$ cat src/rtl/puc_pkg.sv
// package: constants, register layout and types of the protection unit control block
package puc_pkg;

    // ============================================================
    // register map (word byte addresses)
    localparam logic [3:0] ADDR_CTRL_S = 4'h0;
    localparam logic [3:0] ADDR_CTRL_NS = 4'h4;
    localparam logic [3:0] ADDR_IRQ_STATUS = 4'h8;
    localparam logic [3:0] ADDR_IRQ_MASK = 4'hC;
    localparam int ADDR_W = 4;

    // ============================================================
    // control register fields
    localparam int CTRL_ENABLE_BIT = 0;
    localparam int CTRL_HPH_BIT = 1;
    localparam int CTRL_BGMAP_BIT = 2;
    localparam int CTRL_W = 3;
    localparam logic [2:0] CTRL_RESET = 3'h0;

    // ============================================================
    // event status fields
    localparam int EVT_DENY_BIT = 0;
    localparam int EVT_OVERLAP_BIT = 1;
    localparam int EVT_W = 2;
    localparam logic [1:0] EVT_RESET = 2'h0;

    // ============================================================
    // execution priorities that bypass checking (-1, -2, -3 as 9-bit signed)
    localparam int PRIO_W = 9;
    localparam logic signed [8:0] PRIO_BYPASS_HI = -9'sh001;
    localparam logic signed [8:0] PRIO_BYPASS_LO = -9'sh003;

    // ============================================================
    // fixed system areas
    localparam logic [31:0] SCS_BASE = 32'hE000E000;
    localparam logic [31:0] SCS_LIMIT = 32'hE000EFFF;
    localparam int VTOR_SPAN = 1024;

    // ============================================================
    // decision taken for one access
    typedef enum logic [1:0] {
        PUC_DEC_DEFAULT = 2'h0,
        PUC_DEC_REGION = 2'h1,
        PUC_DEC_ALLOW = 2'h3,
        PUC_DEC_FAULT = 2'h2
    } puc_dec_e;

endpackage : puc_pkg

$ cat src/rtl/puc_top.sv
// protection unit control: banked control register, access decision, fault events
// How it works
// - global enable low: no region checks, default map as if absent.
// - enabled without background map: outside every enabled region faults.
// - enabled with background map: privileged misses use the default map.
// - any matching enabled region outranks the background map.
// - background map bit ignored while globally disabled.
// - handler enable low: no checks in escalated fault and NMI handlers.
// - priorities -1, -2, -3 bypass unless handler enable is one.
// - system control space always no-execute, strongly ordered device.
// - while enabled, vector table and non-fetch system control space accesses always allowed.
// - background map with no region: only privileged accesses pass.
// - disabled default map treats privileged and unprivileged alike.
// - one control register copy per security state, chosen by access.
// - hit on two or more enabled regions faults.
// - denied access raises the memory access fault exception.
//
// Implementation choices: the register addresses and register access over Wishbone.
`timescale 1ns/1ns
module puc_top #(
    parameter int NREG = 8
) (
    // clock and reset
    input wire logic clk_sys,
    input wire logic arst_n,
    // wishbone slave
    input wire logic wb_cyc_i,
    input wire logic wb_stb_i,
    input wire logic wb_we_i,
    input wire logic [puc_pkg::ADDR_W-1:0] wb_adr_i,
    input wire logic [3:0] wb_sel_i,
    input wire logic [31:0] wb_dat_i,
    output logic [31:0] wb_dat_o,
    output logic wb_ack_o,
    output logic wb_err_o,
    // core access, same clock
    input wire logic acc_valid,
    input wire logic [31:0] acc_addr,
    input wire logic acc_priv,
    input wire logic acc_secure,
    input wire logic acc_fetch,
    input wire logic signed [puc_pkg::PRIO_W-1:0] acc_prio,
    input wire logic [31:0] vtor_base,
    input wire logic [NREG-1:0] region_hit,
    input wire logic [NREG-1:0] region_allow,
    // result to core, one cycle after the access
    output logic res_valid,
    output puc_pkg::puc_dec_e res_dec,
    output logic res_no_execute_attribute,
    output logic res_strongly_ordered_device_type,
    output logic memory_access_fault_exception,
    output logic ctrl_enable_s,
    output logic ctrl_enable_ns,
    // interrupt
    output logic irq
);
    import puc_pkg::*;

    // ============================================================
    // bus decode
    logic [CTRL_W-1:0] ctrl_s_r;
    logic [CTRL_W-1:0] ctrl_ns_r;
    logic [EVT_W-1:0] evt_status_r;
    logic [EVT_W-1:0] evt_mask_r;
    logic ack_r;
    logic err_r;
    logic [31:0] rdat_r;

    wire bus_req = wb_cyc_i && wb_stb_i && !ack_r && !err_r;
    wire sel_ctrl_s = (wb_adr_i == ADDR_CTRL_S);
    wire sel_ctrl_ns = (wb_adr_i == ADDR_CTRL_NS);
    wire sel_status = (wb_adr_i == ADDR_IRQ_STATUS);
    wire sel_mask = (wb_adr_i == ADDR_IRQ_MASK);
    wire mapped = sel_ctrl_s || sel_ctrl_ns || sel_status || sel_mask;
    wire wr_lane0 = bus_req && wb_we_i && wb_sel_i[0] && mapped;
    wire wr_ctrl_s = wr_lane0 && sel_ctrl_s;
    wire wr_ctrl_ns = wr_lane0 && sel_ctrl_ns;
    wire wr_status = wr_lane0 && sel_status;
    wire wr_mask = wr_lane0 && sel_mask;

    // upper bits read zero, writes to them dropped
    wire [31:0] rd_mux = sel_ctrl_s ? {29'h0, ctrl_s_r} :
                         sel_ctrl_ns ? {29'h0, ctrl_ns_r} :
                         sel_status ? {30'h0, evt_status_r} :
                         sel_mask ? {30'h0, evt_mask_r} : 32'h0;

    // ============================================================
    // control registers, one per security state
    always_ff @(posedge clk_sys or negedge arst_n) begin
        if (!arst_n) begin
            ctrl_s_r <= CTRL_RESET;
            ctrl_ns_r <= CTRL_RESET;
        end else begin
            if (wr_ctrl_s) begin
                ctrl_s_r <= wb_dat_i[CTRL_W-1:0];
            end
            if (wr_ctrl_ns) begin
                ctrl_ns_r <= wb_dat_i[CTRL_W-1:0];
            end
        end
    end

    // ============================================================
    // bus answer: one cycle after the request
    always_ff @(posedge clk_sys or negedge arst_n) begin
        if (!arst_n) begin
            ack_r <= 1'b0;
            err_r <= 1'b0;
            rdat_r <= 32'h0;
        end else begin
            ack_r <= bus_req && mapped;
            err_r <= bus_req && !mapped;
            rdat_r <= (bus_req && mapped) ? rd_mux : 32'h0;
        end
    end

    assign wb_ack_o = ack_r;
    assign wb_err_o = err_r;
    assign wb_dat_o = rdat_r;

    // ============================================================
    // access decision
    wire [CTRL_W-1:0] ctrl_sel = acc_secure ? ctrl_s_r : ctrl_ns_r;
    wire [31:0] vtor_end = vtor_base + 32'(VTOR_SPAN - 1);
    wire in_scs = (acc_addr >= SCS_BASE) && (acc_addr <= SCS_LIMIT);
    wire in_vtor = (acc_addr >= vtor_base) && (acc_addr <= vtor_end);
    wire sys_area = in_scs || in_vtor;

    puc_dec_e dec;
    logic deny;
    logic overlap;

    puc_check #(
        .NREG(NREG)
    ) u_check (
        .ctrl(ctrl_sel),
        .priv(acc_priv),
        .prio(acc_prio),
        .sys_area(sys_area),
        .region_hit(region_hit),
        .region_allow(region_allow),
        .dec(dec),
        .deny(deny),
        .overlap(overlap)
    );

    // a fetch from the control space is itself a denial
    wire scs_fetch = in_scs && acc_fetch;
    wire fault_now = acc_valid && (deny || scs_fetch);
    wire overlap_now = acc_valid && overlap;

    logic res_valid_r;
    puc_dec_e res_dec_r;
    logic xn_r;
    logic so_r;
    logic fault_r;

    always_ff @(posedge clk_sys or negedge arst_n) begin
        if (!arst_n) begin
            res_valid_r <= 1'b0;
            res_dec_r <= PUC_DEC_DEFAULT;
            xn_r <= 1'b0;
            so_r <= 1'b0;
            fault_r <= 1'b0;
        end else begin
            res_valid_r <= acc_valid;
            res_dec_r <= scs_fetch ? PUC_DEC_FAULT : dec;
            xn_r <= acc_valid && in_scs;
            so_r <= acc_valid && in_scs;
            fault_r <= fault_now;
        end
    end

    assign res_valid = res_valid_r;
    assign res_dec = res_dec_r;
    assign res_no_execute_attribute = xn_r;
    assign res_strongly_ordered_device_type = so_r;
    assign memory_access_fault_exception = fault_r;
    assign ctrl_enable_s = ctrl_s_r[CTRL_ENABLE_BIT];
    assign ctrl_enable_ns = ctrl_ns_r[CTRL_ENABLE_BIT];

    // ============================================================
    // sticky events, write one to clear, set wins over clear
    wire [EVT_W-1:0] evt_set = {overlap_now, fault_now};
    wire [EVT_W-1:0] evt_clr = wr_status ? wb_dat_i[EVT_W-1:0] : EVT_RESET;
    wire [EVT_W-1:0] evt_status_nxt = (evt_status_r & ~evt_clr) | evt_set;
    logic irq_r;

    always_ff @(posedge clk_sys or negedge arst_n) begin
        if (!arst_n) begin
            evt_status_r <= EVT_RESET;
            evt_mask_r <= EVT_RESET;
            irq_r <= 1'b0;
        end else begin
            evt_status_r <= evt_status_nxt;
            if (wr_mask) begin
                evt_mask_r <= wb_dat_i[EVT_W-1:0];
            end
            irq_r <= |(evt_status_nxt & (wr_mask ? wb_dat_i[EVT_W-1:0] : evt_mask_r));
        end
    end

    assign irq = irq_r;

endmodule : puc_top

$ cat src/rtl/puc_check.sv
// combinational access decision for one bank of control bits
`timescale 1ns/1ns
module puc_check #(
    parameter int NREG = 8
) (
    // control bank
    input wire logic [puc_pkg::CTRL_W-1:0] ctrl,
    // access
    input wire logic priv,
    input wire logic signed [puc_pkg::PRIO_W-1:0] prio,
    input wire logic sys_area,
    input wire logic [NREG-1:0] region_hit,
    input wire logic [NREG-1:0] region_allow,
    // result
    output puc_pkg::puc_dec_e dec,
    output logic deny,
    output logic overlap
);
    import puc_pkg::*;

    wire en = ctrl[CTRL_ENABLE_BIT];
    wire bgmap = ctrl[CTRL_BGMAP_BIT];
    wire hph = ctrl[CTRL_HPH_BIT];
    wire hi_prio = (prio >= PRIO_BYPASS_LO) && (prio <= PRIO_BYPASS_HI);
    wire bypass = hi_prio && !hph;
    wire active = en && !bypass;
    wire any_hit = |region_hit;
    wire multi_hit = any_hit && |(region_hit & (region_hit - NREG'(1)));
    wire hit_ok = |(region_hit & region_allow);
    wire bg_ok = bgmap && priv;

    assign overlap = active && !sys_area && multi_hit;
    // a matching region decides before the background map
    assign deny = active && !sys_area &&
                  (multi_hit || (any_hit ? !hit_ok : !bg_ok));
    assign dec = !active ? PUC_DEC_DEFAULT :
                 sys_area ? PUC_DEC_ALLOW :
                 deny ? PUC_DEC_FAULT :
                 any_hit ? PUC_DEC_REGION : PUC_DEC_DEFAULT;
endmodule : puc_check

$ cat config.mk
export PLATFORM = sky130hd
export DESIGN_NAME = puc_top
export DESIGN_NICKNAME = d
export VERILOG_FILES = /design/src/rtl/puc_pkg.sv /design/src/rtl/puc_top.sv /design/src/rtl/puc_check.sv
export SDC_FILE = /design/constraint.sdc
export NUM_CORES = 1
export LEC_CHECK = 0
export BUFFER_PORTS_ARGS = -buffer_cell sky130_fd_sc_hd__buf_2
export CAP_MARGIN = 5
export CORE_UTILIZATION = 50
export DETAILED_ROUTE_END_ITERATION = 6
export GPL_TIMING_DRIVEN = 0
export PLACE_DENSITY = 0.88
export SLEW_MARGIN = 20
export SYNTH_ARGS = -nofsm -noshare
export SYNTH_HDL_FRONTEND = slang
export SYNTH_HIERARCHICAL = 1
export SYNTH_SLANG_ARGS = --single-unit
$ cat constraint.sdc
create_clock -name clk_sys -period 4.27 [get_ports clk_sys]
set_input_delay 0.2135 -clock clk_sys [delete_from_list [all_inputs] [get_ports clk_sys]]
set_output_delay 0.2135 -clock clk_sys [all_outputs]
set_load 0.05 [all_outputs]
==> flow_metrics.tcl <==
set metrics [dict create \
    max_freq_ghz 0.257 \
    internal_power_w 0.000446 \
    cts_max_path_buffers 2 \
    avgRoutedWirePerCell_um 13.7 \
    cpMaxStageDelayCell "a311oi_4" \
    grt_antenna_before_repair 0 \
    drive_gt1_share_pct 31.2 \
    synth_top_flop_cell "dfrtp_1" \
    tritoncts "built" \
    place_hpwl_um 7680 \
    status "complete, but fails checks" \
    fp.dieArea_mm2 0.00716 \
    path_max_fanout 6 \
    vias 3609 \
    final_core_util_pct 66.8 \
    violations "DRC" \
    place.gp.congestion 0.889 \
    synth_edf_count 0 \
    hold_class "in2reg" \
    cp.required_ns 4.42 \
    synth_area_mm2 0.00341 \
    htree_levels 1 \
    cp_data_arrival_time_ns 4.04 \
    port-buffer-count 118 \
    track_usage_pct 24.7 \
    seqPwrFrac_pct 29.7 \
    core.rowCount 29 \
    yosysMostFrequentCell "ha_1" \
    area_growth_pct 26.4 \
    synth.top_cells.by_area "ha_1 (24%), dfrtp_1 (15%), xnor2_1 (7.2%)" \
    final_cells 648 \
    rsz0062_at_grt "false" \
    min_period_ns 3.89 \
    initial_core_util_pct 52.8 \
    clk_pin_slew_ns 0.08 \
    grt_pass1_wl_um 14700 \
    reg2reg_slack_ns 2.38 \
    max_slew_margin_pct 63.6 \
    cts_root_buffer "clkbuf_8" \
    cts.sinks 21 \
    fin_skew_ns 0.00360 \
    core_area_mm2 0.00646 \
    fillers 555 \
    routed_via_density 5.57 \
    nets 776 \
    power.share.clock_pct 16.9 \
    max_stage_delay_ns 0.34 \
    switchingPower_w 0.000322 \
    crit_chain "buf_2 > and4_1 > and4_2 > and3_1 > and3_1 > buf_2 > nand3_1 > xnor2_1 > ha_1 > a21o_1 > nand3_1 > a21oi_1 > a211oi_1 > or2b_1 > a311oi_4 > nor3_1 > inv_1 > a21boi_1 > a21o_1 > a22o_1" \
    cp-end-kind "flip-flop" \
    swShare_pct 41.9 \
    finalCritPeriodShare_pct 91.1 \
    synth_cell_types 53 \
    tightest_slew_ns 0.541 \
    finalSetupViolations 0 \
    combPwrFrac_pct 53.4 \
    p_total_w 0.000769 \
    total_leakage_power_nw 2.34 \
    hold_viol_final 0 \
    overflow 0 \
    synth_top_area_share_pct 24.2 \
    drt_pass1_iterations 7 \
    wirelength_um 8860 \
    worstSetupPathType "in2reg" \
    ys_ff_latch 21 \
    place_inst 641 \
    p_per_area_mw_per_mm2 178 \
    drv_cap 0 \
    ant_nets 0 \
    slew_viol_final 0 \
    drcViolationCount 9 \
    grt_pass1_vias 3577 \
    die_w_um 84.6 \
    diodes 0 \
    synth_cells 418 \
    drt_iter0_drc 103 \
    dp_slack_ns -0.369 \
    clock_latency_ns 0.26 \
    regArea_um2 526 \
    boundaryPins 181 \
    yosys_warnings 6 \
    grt_max_degree 22 \
    die_h_um 84.6 \
    synthTopCellsByCount "ha_1 (66), inv_1 (41), buf_4 (30), a21oi_1 (29), xnor2_1 (28)" \
    synth.largest_area_cell "ha_1" \
    cts_buffers 3 \
    timing.critical_path.from_type "primary input" \
    layout_setup_ws_ns 0.380 \
    max-vdd-ir-drop_mv 0.0924 \
    yosysSeqAreaShare_pct 15.4 \
    syn_avg_cell_area_um2 8.16 \
    multi_input_area_mm2 0.00264 \
    async_flop_share_pct 100 \
]
[registers in the layout (all words and copies together) (netlist names)]
| name | flops |
|---|---|
| memory_access_fault_exception | 1 |
| wb_ack_o | 1 |
| res_dec | 2 |
| res_valid | 1 |
| wb_err_o | 1 |
| wb_dat_o | 3 |
| ctrl_s_r | 3 |
| evt_status_r | 2 |
| ctrl_ns_r | 3 |
| irq | 1 |
| evt_mask_r | 2 |
| res_strongly_ordered_device_type | 1 |
[critical path: cells and delay by family]
family | cells | cell delay [ns]
buf+inv | 3 | 0.38
xor+xnor | 1 | 0.23
fa+ha+maj | 1 | 0.29
compound gates | 7 | 1.38
simple gates | 8 | 1.53
[cells in the final DEF (no fill, tap or decap), drive strengths merged, types with 3 or more instances in the layout]
cell	netlist	layout
nor3	13	13
ha	66	66
dfrtp	21	21
nor4	5	5
nand3	22	22
buf	31	151
nand2	26	26
a22oi	5	5
conb	1	29
o21ai	13	13
inv	41	41
and4	3	3
mux2	11	11
clkbuf	1	4
mux2i	5	5
nor2	19	19
xnor2	28	28
a21oi	29	29
nand4	20	20
a21o	8	8
a211oi	4	4
a31oi	5	5
and3	9	9
o211ai	3	3
[per-layer routing]
| layer | wire [um] | vias up | global-route usage (%) |
|---|---|---|---|
| met4 | 272 | 0 | 9.55 |
| li1 | - | 1778 | - |
| met5 | 0 | - | 0 |
| met2 | 4630 | 147 | 49.2 |
| met3 | 450 | 32 | 1.77 |
| met1 | 3500 | 1652 | 27.0 |
[power by group through the flow]
stage                     sequential [W]  clock [W]  combinational, W
after global placement          0.000231          0          0.000382
after detailed placement        0.000232          0          0.000398
final                           0.000228   0.000130          0.000411
after floorplan                 0.000247          0          0.000253
after CTS                       0.000228   0.000132          0.000403
after global routing            0.000232   0.000142          0.000453
[timing repair]
action	4_1_cts	5_1_grt
pin swaps	0	1
endpoints found under the hold margin	21	0
setup buffers	0	2
setup endpoints to repair	1	1
resized for setup	2	3
gates cloned	0	0
hold buffers	1	0
[logic make-up (layout without fill, tap and decap cells)]
family	after synthesis	count (layout)	synth area share [%]
AND/OR/NAND/NOR	133	133	21.9
AO/OA/AOI/OAI	79	79	14.4
buffers and inverters	73	198	11.4
adder cells (fa/ha/maj)	67	67	24.5
XOR/XNOR	28	28	7.19
flip-flops	21	21	15.4
multiplexers	16	16	5.10
other	1	29	0.110
[final cells by class]
cell class	count	area share, %
well taps	77	2.23
flip-flops and latches	21	12.2
inverters	41	3.57
plain buffers	32	5.43
multi-input cells	352	61.2
clock inverters	1	0.116
repair buffers	121	14.3
clock buffers	3	0.958
[final timing paths]
check	cells past startpoint	startpoint	to
worst max-delay path	20	vtor_base[10]	irq
worst min-delay path	1	acc_valid	res_valid
worst max register to register	9	ctrl_ns_r[1]	irq
worst min register to register	1	evt_status_r[0]	evt_status_r[0]
max in group asynchronous	2	arst_n	evt_status_r[0]
min in group asynchronous	2	arst_n	wb_dat_o[1]
[per-stage QoR]
step	instance area, um2	hold slack (ns)	TNS, ns
final	4310	0.112	0
after global routing	4310	0.102	0
after floorplan	3520	-0.0821	0
after CTS	4270	0.104	0
after detailed placement	4200	0.187	-0.605
after global placement	4200	0.174	-0.201
No activity file was read; power rests on OpenSTA's default activity.
